File: src/include/tape_cmd_consts.svh
// Constants for the tape control command and data register block
`ifndef TAPE_CMD_CONSTS_SVH
`define TAPE_CMD_CONSTS_SVH
`define CMD_TEST_STATUS 9'h100
`define CMD_EMPTY       9'h000
`define CMD_P_BIT       8
`define DR_WIDTH        12
`define DR_USED_LO      4
`define DR_RESET        12'h000
`define CTAG_STEP_LOAD  2'h1
`define CTAG_STEP_BUSY  2'h3
`define TM_PATTERN      8'h00
`define WCLK_TM_A       4'h2
`define WCLK_TM_B       4'h3
`endif

File: src/include/tape_cmd_pkg.sv
// Types for the tape control command and data register block
package tape_cmd_pkg;
	typedef logic [7:0] byte_t;
	typedef logic [8:0] cmd_t;
	typedef logic [11:0] dr_t;
endpackage : tape_cmd_pkg

File: src/logic/tape_control_command_data_register.sv
// Command register, interlocks, data register and parity for the tape control
// Functional notes
// - Nine-latch command register loaded from bus out
// - Even parity command byte blocks loading
// - Byte to data register, then command load
// - Parity position decodes only test status
// - Busy set at step three, held
// - Busy refuses later command tag loads
// - Gate set when status in clears
// - Service out executes, command tag stacks
// - Stacked: keep motion commands, drop others
// - Counting stop delay holds off gate
// - Decoded starts gated by command gate
// - Unit clear, reset or a dropped command empties register; chain
// - Twelve positions, five to twelve used
// - Information bytes pass through data register
// - Parity bits kept in trap flags
// - Even ones count sets bus out check
// - Odd parity generated toward channel
// - Second circuit checks and makes tape parity
// - Outbound gate only in four cases
// - First service in sets data gate
// - Tape mark loads on clocks two, three
// - Check character loaded once per write
// - Command tag to status stacks unless control
`timescale 1ns/1ps
`default_nettype none
`include "tape_cmd_consts.svh"
module tape_control_command_data_register (
	input  wire logic                  clk_sys,
	input  wire logic                  reset,
	input  wire tape_cmd_pkg::byte_t   bus_out,
	input  wire logic                  bus_out_p,
	input  wire logic                  command_out,
	input  wire logic                  service_out,
	input  wire logic                  address_in,
	input  wire logic                  status_in,
	input  wire logic                  service_in,
	input  wire logic                  adapter_unit_clear,
	input  wire logic                  control_cmd,
	input  wire logic                  tape_unit_counting,
	input  wire logic                  write_op,
	input  wire logic                  tape_mark_write,
	input  wire tape_cmd_pkg::byte_t   tape_mark_bits,
	input  wire logic [3:0]            write_clock,
	input  wire logic                  write_end,
	input  wire tape_cmd_pkg::byte_t   check_char_register,
	input  wire logic                  inbound_load,
	input  wire tape_cmd_pkg::byte_t   inbound_byte,
	input  wire logic                  read_strobe,
	input  wire tape_cmd_pkg::byte_t   read_byte,
	input  wire logic                  read_p,
	output tape_cmd_pkg::cmd_t         command_reg,
	output logic                       command_busy,
	output logic                       command_gate,
	output logic                       start_enable,
	output logic                       test_status_cmd,
	output logic                       stacked_status,
	output logic                       drop_command,
	output tape_cmd_pkg::dr_t          data_register,
	output logic                       data_gate,
	output logic                       bus_out_check,
	output tape_cmd_pkg::byte_t        bus_in,
	output logic                       bus_in_p,
	output logic                       tape_write_p,
	output logic                       vertical_parity_check
);
	import tape_cmd_pkg::*;

	cmd_t        cmd_q;
	logic        busy_q, gate_q, stack_q, dgate_q, chk_q, vrc_q;
	logic        trap_q, tape_trap_q, ccc_done_q, rd_dly_q;
	dr_t         dr_q;
	logic        ctag_q;
	logic [1:0]  step_q;
	logic        initial_sel_q, status_seen_q;
	logic        outbound_gate, cmd_set, tm_pulse, ccc_pulse, odd_ok;
	byte_t       out_byte;

	// Odd parity over eight bits plus parity; true means odd total
	function automatic logic odd9(input byte_t b, input logic p);
		odd9 = ^{b, p};
	endfunction : odd9

	// Command tag delay steps; counts from the tag's rise
	always_ff @(posedge clk_sys) begin
		if (reset) begin
			ctag_q <= 1'b0;
			step_q <= 2'h0;
		end else begin
			ctag_q <= command_out;
			if (!command_out)
				step_q <= 2'h0;
			else if (step_q != 2'h3)
				step_q <= step_q + 2'h1;
		end
	end

	// Initial selection window: address in seen until status in drops
	always_ff @(posedge clk_sys) begin
		if (reset) begin
			initial_sel_q <= 1'b0;
			status_seen_q <= 1'b0;
		end else begin
			if (address_in && !busy_q)
				initial_sel_q <= 1'b1;
			else if (status_seen_q && !status_in)
				initial_sel_q <= 1'b0;
			if (!initial_sel_q)
				status_seen_q <= 1'b0;
			else if (status_in)
				status_seen_q <= 1'b1;
		end
	end

	// Command set only at step one of an initial-selection tag
	assign cmd_set = initial_sel_q && !busy_q && command_out && !status_in
		&& (step_q == `CTAG_STEP_LOAD);
	assign odd_ok = odd9(dr_q[11:4], trap_q);

	// Command register; unit clear, machine reset or a dropped command empties it
	always_ff @(posedge clk_sys) begin
		if (reset || adapter_unit_clear || drop_command)
			cmd_q <= `CMD_EMPTY;
		else if (cmd_set && odd_ok)
			cmd_q <= {trap_q, bus_out};
	end

	// Busy follows register contents; gate follows busy
	always_ff @(posedge clk_sys) begin
		if (reset || cmd_q == `CMD_EMPTY)
			busy_q <= 1'b0;
		else if (initial_sel_q && command_out && step_q == `CTAG_STEP_BUSY)
			busy_q <= 1'b1;
	end

	// Gate waits for end of selection and stop delay
	always_ff @(posedge clk_sys) begin
		if (reset || !busy_q)
			gate_q <= 1'b0;
		else if (!initial_sel_q && !status_in && !tape_unit_counting && !stack_q)
			gate_q <= 1'b1;
		else if (!initial_sel_q && stack_q && control_cmd && !tape_unit_counting)
			gate_q <= 1'b1;
	end

	// Stack when channel answers initial status with a command tag
	always_ff @(posedge clk_sys) begin
		if (reset || adapter_unit_clear)
			stack_q <= 1'b0;
		else if (initial_sel_q && status_in && command_out && !ctag_q && !control_cmd)
			stack_q <= 1'b1;
	end

	// Stacked non-motion commands are abandoned
	assign drop_command = stack_q && !control_cmd && busy_q;

	// Data gate set by first service in of a write
	always_ff @(posedge clk_sys) begin
		if (reset || !write_op)
			dgate_q <= 1'b0;
		else if (service_in)
			dgate_q <= 1'b1;
	end

	// Check character once per write; flag rearms when the write ends
	always_ff @(posedge clk_sys) begin
		if (reset || !write_op)
			ccc_done_q <= 1'b0;
		else if (ccc_pulse)
			ccc_done_q <= 1'b1;
	end

	assign tm_pulse  = tape_mark_write && (write_clock == `WCLK_TM_A
		|| write_clock == `WCLK_TM_B);
	assign ccc_pulse = write_op && write_end && !ccc_done_q;
	// Outbound gate restricted to its four sources
	assign outbound_gate = (dgate_q && write_op && service_out) || tm_pulse
		|| (initial_sel_q && command_out && !ctag_q && !busy_q) || ccc_pulse;
	// Tape mark suppresses positions without a one bit
	assign out_byte = tm_pulse ? (bus_out & tape_mark_bits) : bus_out;

	// Data register, low positions unused without conversion
	always_ff @(posedge clk_sys) begin
		if (reset)
			dr_q <= `DR_RESET;
		else if (ccc_pulse)
			dr_q <= {check_char_register, 4'h0};
		else if (outbound_gate)
			dr_q <= {out_byte, 4'h0};
		else if (inbound_load)
			dr_q <= {inbound_byte, 4'h0};
		else if (read_strobe)
			dr_q <= {read_byte, 4'h0};
	end

	// Trap flags keep parity bits out of the data register
	always_ff @(posedge clk_sys) begin
		if (reset) begin
			trap_q      <= 1'b0;
			tape_trap_q <= 1'b0;
		end else begin
			if (outbound_gate && !ccc_pulse)
				trap_q <= bus_out_p;
			if (read_strobe)
				tape_trap_q <= read_p;
		end
	end

	// Bus out check on even total of channel byte
	always_ff @(posedge clk_sys) begin
		if (reset || adapter_unit_clear)
			chk_q <= 1'b0;
		else if (!odd9(dr_q[11:4], trap_q) && !ccc_pulse && status_seen_q == 1'b0
			&& ctag_q == 1'b0 && outbound_gate == 1'b0 && dgate_q)
			chk_q <= 1'b1;
	end

	// Strobe delayed so the check sees the byte already in the register
	always_ff @(posedge clk_sys) begin
		if (reset)
			rd_dly_q <= 1'b0;
		else
			rd_dly_q <= read_strobe;
	end

	// Read vertical parity checked one cycle after each tape byte
	always_ff @(posedge clk_sys) begin
		if (reset || adapter_unit_clear)
			vrc_q <= 1'b0;
		else if (rd_dly_q && !odd9(dr_q[11:4], tape_trap_q))
			vrc_q <= 1'b1;
	end

	assign command_reg     = cmd_q;
	assign command_busy    = busy_q;
	assign command_gate    = gate_q;
	assign start_enable    = gate_q && busy_q;
	// Parity position only used for the test status code
	assign test_status_cmd = (cmd_q == `CMD_TEST_STATUS);
	assign stacked_status  = stack_q;
	assign data_register   = dr_q;
	assign data_gate       = dgate_q;
	assign bus_out_check   = chk_q;
	assign bus_in          = dr_q[11:4];
	assign bus_in_p        = ~^dr_q[11:4];
	assign tape_write_p    = ~^dr_q[11:4];
	assign vertical_parity_check = vrc_q;

	a_busy_needs_cmd: assert property (@(posedge clk_sys) disable iff (reset)
		busy_q |-> cmd_q != `CMD_EMPTY || $past(cmd_q) != `CMD_EMPTY)
		else $error("busy without command");
	a_gate_needs_busy: assert property (@(posedge clk_sys) disable iff (reset)
		gate_q |-> $past(busy_q))
		else $error("gate without busy");
	a_even_blocks: assert property (@(posedge clk_sys) disable iff (reset)
		(cmd_set && !odd_ok && !adapter_unit_clear && cmd_q == `CMD_EMPTY)
		|=> cmd_q == `CMD_EMPTY)
		else $error("even parity loaded");
	a_busy_refuses: assert property (@(posedge clk_sys) disable iff (reset)
		(busy_q && !adapter_unit_clear && !drop_command) |=> cmd_q == $past(cmd_q))
		else $error("load while busy");
	a_counting_holds: assert property (@(posedge clk_sys) disable iff (reset)
		(!gate_q && tape_unit_counting) |=> !gate_q)
		else $error("gate during stop delay");
	a_start_gated: assert property (@(posedge clk_sys) disable iff (reset)
		start_enable |-> command_gate)
		else $error("start without gate");
	a_inbound_odd: assert property (@(posedge clk_sys) disable iff (reset)
		^{bus_in, bus_in_p} == 1'b1)
		else $error("inbound parity not odd");
	a_ccc_once: assert property (@(posedge clk_sys) disable iff (reset)
		ccc_pulse |=> !ccc_pulse)
		else $error("check char twice");
	a_clear_empties: assert property (@(posedge clk_sys) disable iff (reset)
		adapter_unit_clear |=> cmd_q == `CMD_EMPTY ##1 !busy_q)
		else $error("clear did not empty");

	// Command byte and trapped parity land together
	a_cmd_load_val: assert property (@(posedge clk_sys) disable iff (reset)
		(cmd_set && odd_ok && !adapter_unit_clear) |=> cmd_q[7:0] == $past(bus_out) && cmd_q[8] == $past(trap_q))
		else $error("command byte not loaded");

	// A new command only ever comes from the step one load
	a_load_needs_step: assert property (@(posedge clk_sys) disable iff (reset)
		($changed(cmd_q) && cmd_q != `CMD_EMPTY) |-> $past(cmd_set))
		else $error("command loaded outside step one");

	// Tag rise copies the byte into the data register first
	a_dr_on_tag: assert property (@(posedge clk_sys) disable iff (reset)
		(initial_sel_q && command_out && !ctag_q && !busy_q && !ccc_pulse && !tm_pulse)
		|=> dr_q[11:4] == $past(bus_out))
		else $error("command byte missed data register");

	// Busy must rise at step three once a command is held
	a_busy_at_step: assert property (@(posedge clk_sys) disable iff (reset)
		(initial_sel_q && command_out && step_q == `CTAG_STEP_BUSY && cmd_q != `CMD_EMPTY) |=> busy_q)
		else $error("busy late");

	// Gate only after the selection window has closed
	a_gate_after_sel: assert property (@(posedge clk_sys) disable iff (reset)
		$rose(gate_q) |-> !$past(initial_sel_q) && $past(busy_q))
		else $error("gate inside selection");

	// Stop delay in progress never lets the gate rise
	a_gate_counting: assert property (@(posedge clk_sys) disable iff (reset)
		$rose(gate_q) |-> !$past(tape_unit_counting))
		else $error("gate rose while counting");

	// Stack only on a tag during status, never for control
	a_stack_no_ctl: assert property (@(posedge clk_sys) disable iff (reset)
		$rose(stack_q) |-> !$past(control_cmd) && $past(status_in))
		else $error("stack without cause");

	// Abandoned commands leave the register next cycle
	a_drop_clears: assert property (@(posedge clk_sys) disable iff (reset)
		drop_command |=> cmd_q == `CMD_EMPTY)
		else $error("dropped command kept");

	// Empty register takes busy down
	a_busy_drops: assert property (@(posedge clk_sys) disable iff (reset)
		(cmd_q == `CMD_EMPTY) |=> !busy_q)
		else $error("busy with empty register");

	// Busy low takes gate down
	a_gate_drops: assert property (@(posedge clk_sys) disable iff (reset)
		!busy_q |=> !gate_q)
		else $error("gate without busy");

	// Data gate needs a service in during a write
	a_dgate_first: assert property (@(posedge clk_sys) disable iff (reset)
		$rose(dgate_q) |-> $past(service_in) && $past(write_op))
		else $error("data gate without service in");

	// Tape mark leaves only its own one bits
	a_tm_suppress: assert property (@(posedge clk_sys) disable iff (reset)
		(tm_pulse && !ccc_pulse) |=> (dr_q[11:4] & ~$past(tape_mark_bits)) == 8'h00)
		else $error("tape mark bit leaked");

	// Check character lands in the used positions
	a_ccc_load: assert property (@(posedge clk_sys) disable iff (reset)
		ccc_pulse |=> dr_q[11:4] == $past(check_char_register))
		else $error("check char not loaded");

	// Feature positions stay empty without conversion
	a_low_dr_zero: assert property (@(posedge clk_sys) disable iff (reset)
		dr_q[3:0] == 4'h0)
		else $error("unused positions set");

	// Channel parity bit goes to the trap, not the register
	a_trap_follows: assert property (@(posedge clk_sys) disable iff (reset)
		(outbound_gate && !ccc_pulse) |=> trap_q == $past(bus_out_p))
		else $error("parity trap missed");

	// Tape write parity is odd over the byte
	a_tape_p_odd: assert property (@(posedge clk_sys) disable iff (reset)
		^{dr_q[11:4], tape_write_p} == 1'b1)
		else $error("tape parity not odd");

	// Machine reset empties the command and data registers and clears the trap and busy
	a_reset_clears: assert property (@(posedge clk_sys)
		reset |=> cmd_q == `CMD_EMPTY && dr_q == `DR_RESET && !trap_q && !busy_q)
		else $error("reset left state");
endmodule : tape_control_command_data_register
`default_nettype wire

File: config.mk
export PLATFORM = sky130hd
export DESIGN_NAME = tape_control_command_data_register
export DESIGN_NICKNAME = d
export VERILOG_FILES = /design/src/include/tape_cmd_pkg.sv /design/src/logic/tape_control_command_data_register.sv
export VERILOG_INCLUDE_DIRS = /design/src /design/src/include
export SDC_FILE = /design/constraint.sdc
export NUM_CORES = 1
export LEC_CHECK = 0
export ABC_AREA = 1
export BUFFER_PORTS_ARGS = -buffer_cell sky130_fd_sc_hd__buf_2
export CAP_MARGIN = 20
export CORE_UTILIZATION = 40
export CTS_CLUSTER_DIAMETER = 60
export DETAILED_ROUTE_END_ITERATION = 7
export MAX_ROUTING_LAYER = met4
export PLACE_DENSITY = 0.71
export RECOVER_POWER = 25
export SETUP_SLACK_MARGIN = 0.5
export SLEW_MARGIN = 25
export SYNTH_ARGS = -nofsm -noshare
export SYNTH_HDL_FRONTEND = slang
export SYNTH_SLANG_ARGS = --single-unit
File: constraint.sdc
create_clock -name clk_sys -period 2.3 [get_ports clk_sys]
set_input_delay 0.345 -clock clk_sys [delete_from_list [all_inputs] [get_ports clk_sys]]
set_output_delay 0.345 -clock clk_sys [all_outputs]
set_load 0.02 [all_outputs]
## Yosys cells after proc, flatten, opt, wreduce, memory -nomap -nowiden

Index checks and enable logic that the tools add are counted.

| storage, ports and cells | value |
|---|---|
| output and inout port bits | 40 |
| register bits | 32 |
| input port bits | 61 |

| cells by class | value |
|---|---|
| $add $sub $neg | 1 |
| equal/unequal tests | 6 |
| bitwise operators | 6 |
| mux-type cells | 9 |
| reductions and logical operators | 66 |

Operators with widths:

| kind | count |
|---|---|
| $mux W12 | 4 |
| $logic_and A1 B1 Y1 | 36 |
| $reduce_xor A9 Y1 | 2 |
| $logic_not A1 Y1 | 12 |
| $eq A9 B9 Y1 const B | 1 |
| $logic_not A9 Y1 | 1 |
| $logic_or A1 B1 Y1 | 9 |
| $and A8 B8 Y8 | 1 |
| $eq A4 B2 Y1 const B | 2 |
| $mux W8 | 1 |
| $reduce_xnor A8 Y1 | 1 |
| $not A1 Y1 | 5 |
| $mux W1 | 4 |
| $reduce_bool A2 Y1 | 2 |
| $reduce_bool A4 Y1 | 1 |
| $reduce_or A2 Y1 | 2 |
| $add A2 B1 Y2 const B | 1 |
| $eq A2 B1 Y1 const B | 1 |
| $eq A2 B2 Y1 const B | 1 |
| $ne A2 B2 Y1 const B | 1 |

## Longest topological paths before layout

| logic depth | value |
|---|---|
| word-level depth | 9 |
| mapped depth | 12 |
| depth with buffers taken out | 11 |

## Worst setup path after synthesis

No wires, ideal clock.

| timing | value |
|---|---|
| kind | reg-to-output |
| from | register dr_q[9], in the netlist data_register[9] |
| to | output tape_write_p |
| arrival time | 1556 ps |
| stages on the path, launching flop included | 7 |
| setup slack | 399 ps |
| cells stage by stage | dfxtp_1 inv_1 nand2_1 nand2_2 xor2_1 xnor2_1 buf_4 |

| between the ends | value |
|---|---|
| cells in the longest elaborated chain, start to end | 1 |

RTL lines:

| element | line | text |
|---|---|---|
| start: declaration | tape_control_command_data_register.sv:73 | `dr_t dr_q;` |
| start signal: assignment | tape_control_command_data_register.sv:186 | `` dr_q <= `DR_RESET; `` |
| start signal: assignment | tape_control_command_data_register.sv:188 | `dr_q <= {check_char_register, 4'h0};` |
| start signal: assignment | tape_control_command_data_register.sv:190 | `dr_q <= {out_byte, 4'h0};` |
| $reduce_xnor A8 Y1 | n/a |  |
| end: declaration | tape_control_command_data_register.sv:65 | `output logic tape_write_p,` |

No other way between the ends.

## Final worst setup path

| timing | value |
|---|---|
| from | register dr_q[11], in the netlist data_register[11] |
| to | output tape_write_p |

| between the ends | value |
|---|---|
| cells in the longest elaborated chain, start to end | 1 |

RTL lines:

| element | line | text |
|---|---|---|
| $reduce_xnor A8 Y1 | tape_control_command_data_register.sv:247 | `assign tape_write_p = ~^dr_q[11:4];` |

No other way between the ends.

==> summary by stage <==
Outcome
The run finished with clean final reports.

Cells and area
The register with the most flip-flops in the layout has 9 of them. Of the cells placed in the final design, the portion with a size suffix greater than 1 is 37.5%. Once layout is complete, the utilization of the core stands at 54.7%.

The area of all placed cells without fillers is 2650 um2. The filler cell count in the final layout is 488. The antenna diode count is 0. The area of the multi-input gates is 1190 um2. Relative to the synthesized area, the layout overhead comes to 28.1%. Summing all flip-flop and latch instances after layout gives 657 um2. The final net count is 457.

STA
Setup repair after global routing left no endpoint under its margin. After routing, the total negative slack on setup checks comes to 0 ns. For the finished layout, the period the worst path requires is 1.78 ns. The share of the clock period used by the worst path after layout is 77.4%. The post-route clock skew is 0.00474 ns.

For this run, the top clock speed supported by timing is 562 MHz. Setup violations remaining at the end of the flow were counted as 0. The number of slew-limit violations in the final report was 0. The final setup slack of the worst path is 0.520 ns. The final hold violation count is 0.

Clock network
The number of buffers between clock root and the deepest sink is 2. In this run, post-CTS hold repair placed 0 buffers. The tree is rooted in a sky130_fd_sc_hd__clkbuf_8. TritonCTS built the clock tree. The clock tree synthesis step divided the H-tree into 2 levels. After clock tree synthesis, the clock-pin slew on the worst setup and hold paths is 0.06 ns. The insertion delay to the later sink of the worst-skew pair is 0.28 ns.

Counting the buffers created by CTS gives 5. CTS saw 32 sinks.

Worst setup path
The number of cells on the worst reg-to-reg path is 6. The master of the slowest instance on the critical path is sky130_fd_sc_hd__dfxtp_1. Along the worst path, the maximum fanout reaches 6. The worst setup path is launched from a flip-flop. The critical path is of the reg -> out type. The capture point of the worst reg-to-reg path is command_reg[7]. At the worst endpoint, the required time is 1.96 ns. The cell type with the highest occurrence count on the critical path is sky130_fd_sc_hd__xnor2_2.

The data arrival time of the critical path is 1.43 ns. Traced cell by cell, the critical path runs through xnor2_2 -> xor2_2 -> xnor2_2 -> buf_4. The startpoint of the worst register-to-register path is step_q[0]. On the worst path, the slowest cell contributes a delay of 0.47 ns.

The worst setup path is captured at an output port. The slack of the worst reg-to-reg path is 0.79 ns.

Placement
The wire-length estimate of the detail-placed layout is 4040 um. The congestion estimate from routability-driven global placement came to 0.859. The total cell area at the placement stage is 2510 um2.

The worst setup timing slack at the placement stage is 0.613 ns. In this run the tool buffered the top-level ports with 95 buffer cells.

Power
The maximum vdd drop is 338 uV. For this design the static power due to leakage is 1.40 nW. Total power for the finished layout comes to 1.61 mW. The power density over the cells is 605 nW/um2.

Global route
The number of global-route vias before repair is 1989. The largest net degree at the start of global routing is 17. Across every metal layer, demand over resource in global routing totals 20.4%. The global-route congestion overflow total is 0. The global-route wire length before repair is 8470 um.

The number of antenna violations at the first check in global routing was 0.

Routing
After detailed routing, the number of remaining DRC violations is 0. The first-pass iteration count of the detailed router is 4. The number of DRC markers after the initial detailed-route iteration is 74. In the final routed layout, each cell accounts on average for 11.0 um.

The routed wire length is 5060 um. The detail-routed via count per cell is 4.63. Detailed routing inserted a total of 2141 vias. In this run the remaining antenna-violating nets after routing total 0.

Worst hold path
The min-delay analysis places its worst path in the category in -> reg. The endpoint of the worst hold-timing path is rd_dly_q. The worst hold path begins at reset. Along the worst hold path, the cell count comes to 2.

Logic synthesis
The Yosys step of the flow raised 0 warnings. The post-synthesis instance total is 306. After synthesis the netlist holds a flip-flop and latch count of 32. In this run the mean area of a mapped cell was 6.77 um2. By area the synthesized netlist is led by sky130_fd_sc_hd__dfxtp_1 31%, sky130_fd_sc_hd__nand2_1 12%, sky130_fd_sc_hd__inv_1 7.1%, sky130_fd_sc_hd__nor2_1 7.1%, sky130_fd_sc_hd__o21ai_0 6.0%. After synthesis, the netlist uses 31 different library cells. The biggest area contributor in the post-synthesis netlist is sky130_fd_sc_hd__dfxtp_1. Summing every instance area after synthesis gives 2070 um2. The area share of the leading cell type in the synthesized netlist is 30.9%. Sequential elements use 30.9% of the synthesized area.

Run
The total of max-cap violations is 0.

Floorplanning
The initial utilization of the core area, before any placement, comes to 42.7%. The core region is 4850 um2. The height of the chip is 74.0 um. Row generation in the floorplan step produced 25 rows. The area enclosed by the die boundary is 5470 um2. In this run the horizontal extent of the chip is 74.0 um.

101 I/O pins were placed.
## how the worst max path moves through the flow
stage | start | endpoint | slack [ns] | cells past startpoint
after floorplan | data_register[9] | tape_write_p | 0.54 | 6
after global placement | write_clock[3] | data_register[4] | 0.63 | 10
after detailed placement | write_clock[3] | data_register[4] | 0.61 | 10
after CTS | data_register[9] | tape_write_p | 0.51 | 6
after global routing | data_register[11] | bus_in_p | 0.45 | 4
final | data_register[11] | tape_write_p | 0.52 | 4
## critical path, delay by kind of cell, from the launching register on
kind	cells	cell delay, ns
xor+xnor	3	0.52
flops	1	0.47
buf+inv	1	0.17
## power by group
part | switching, mW | internal, mW
Combinational | 0.328 | 0.221
Clock | 0.189 | 0.244
Sequential | 0.0388 | 0.585
## repair_timing
item,in CTS,in global routing
pin swaps,0,1
setup buffers,0,0
endpoints found under the setup margin,2,2
resized for setup,6,13
## per-layer routing
| layer | routed length (um) | track usage (%) | share of wire (%) |
|---|---|---|---|
| met1 | 2300 | 25.1 | 45 |
| met3 | 180 | 3.66 | 3.6 |
| met4 | 85 | 6.84 | 1.7 |
| met5 | 0 | - | 0 |
| met2 | 2500 | 33.7 | 49 |
## stage by stage
stage | std cells | hold WS (ns)
after detailed placement | 454 | 0.444
after floorplan | 309 | 0.417
after CTS | 462 | 0.255
final | 462 | 0.292
after global routing | 462 | 0.314
after global placement | 454 | 0.437
## layout by cell type, fill, tap and decap left out, types with 2 or more instances in the layout
cell,n
sky130_fd_sc_hd__a21oi_1,9
sky130_fd_sc_hd__buf_2,86
sky130_fd_sc_hd__buf_4,2
sky130_fd_sc_hd__clkbuf_1,9
sky130_fd_sc_hd__clkbuf_8,6
sky130_fd_sc_hd__conb_1,4
sky130_fd_sc_hd__dfxtp_1,25
sky130_fd_sc_hd__dfxtp_2,4
sky130_fd_sc_hd__dfxtp_4,3
sky130_fd_sc_hd__ha_1,2
sky130_fd_sc_hd__inv_1,39
sky130_fd_sc_hd__inv_2,2
sky130_fd_sc_hd__mux2_2,8
sky130_fd_sc_hd__nand2_1,65
sky130_fd_sc_hd__nand2_2,13
sky130_fd_sc_hd__nand2_4,3
sky130_fd_sc_hd__nand3_1,13
sky130_fd_sc_hd__nand3_2,5
sky130_fd_sc_hd__nand4_1,2
sky130_fd_sc_hd__nor2_1,39
sky130_fd_sc_hd__nor2_2,9
sky130_fd_sc_hd__nor3_1,3
sky130_fd_sc_hd__o21ai_0,25
sky130_fd_sc_hd__o21ai_1,5
sky130_fd_sc_hd__xnor2_2,3
sky130_fd_sc_hd__xor2_2,2
## cells by family after synthesis
family,Yosys count,share of synthesized area [%]
adders and majority gates,2,1.21
muxes,8,4.35
xor gates and xnor gates,7,2.96
and+or+nand+nor,157,36.4
DFF,32,30.9
buffers and inverters,59,14.2
AOI/OAI and AO/OA,40,9.78
other,1,0.181
## cell type report
type / instances / area share [%]
clock buffers: 8 / 3.39
inverters: 42 / 5.94
multi-input cells: 218 / 45.0
flip-flops and latches: 32 / 24.8
well taps: 67 / 3.16
repair buffers: 95 / 17.8
## Yosys cell counts
cell / count
sky130_fd_sc_hd__buf_4: 13
sky130_fd_sc_hd__nand3_2: 5
sky130_fd_sc_hd__clkinv_1: 1
sky130_fd_sc_hd__mux2_2: 8
sky130_fd_sc_hd__dfxtp_1: 32
sky130_fd_sc_hd__inv_2: 2
sky130_fd_sc_hd__a21oi_1: 9
sky130_fd_sc_hd__nand4_1: 2
sky130_fd_sc_hd__nor3_1: 3
sky130_fd_sc_hd__nand2_2: 10
sky130_fd_sc_hd__nand2_1: 68
sky130_fd_sc_hd__o21ai_1: 5
sky130_fd_sc_hd__nand3_1: 13
sky130_fd_sc_hd__ha_1: 2
sky130_fd_sc_hd__nor2_1: 39
sky130_fd_sc_hd__o21ai_0: 25
sky130_fd_sc_hd__clkbuf_1: 2
sky130_fd_sc_hd__buf_12: 1
sky130_fd_sc_hd__inv_1: 39
sky130_fd_sc_hd__and3_1: 1
sky130_fd_sc_hd__conb_1: 1
sky130_fd_sc_hd__xnor2_1: 4
sky130_fd_sc_hd__buf_6: 1
sky130_fd_sc_hd__nand3_4: 1
sky130_fd_sc_hd__nand2_4: 3
sky130_fd_sc_hd__nor2_2: 9
sky130_fd_sc_hd__o211ai_1: 1
sky130_fd_sc_hd__nand3b_1: 1
sky130_fd_sc_hd__xor2_1: 3
sky130_fd_sc_hd__nor2_8: 1
sky130_fd_sc_hd__nor4_1: 1
No activity file was read; power rests on OpenSTA's default activity.
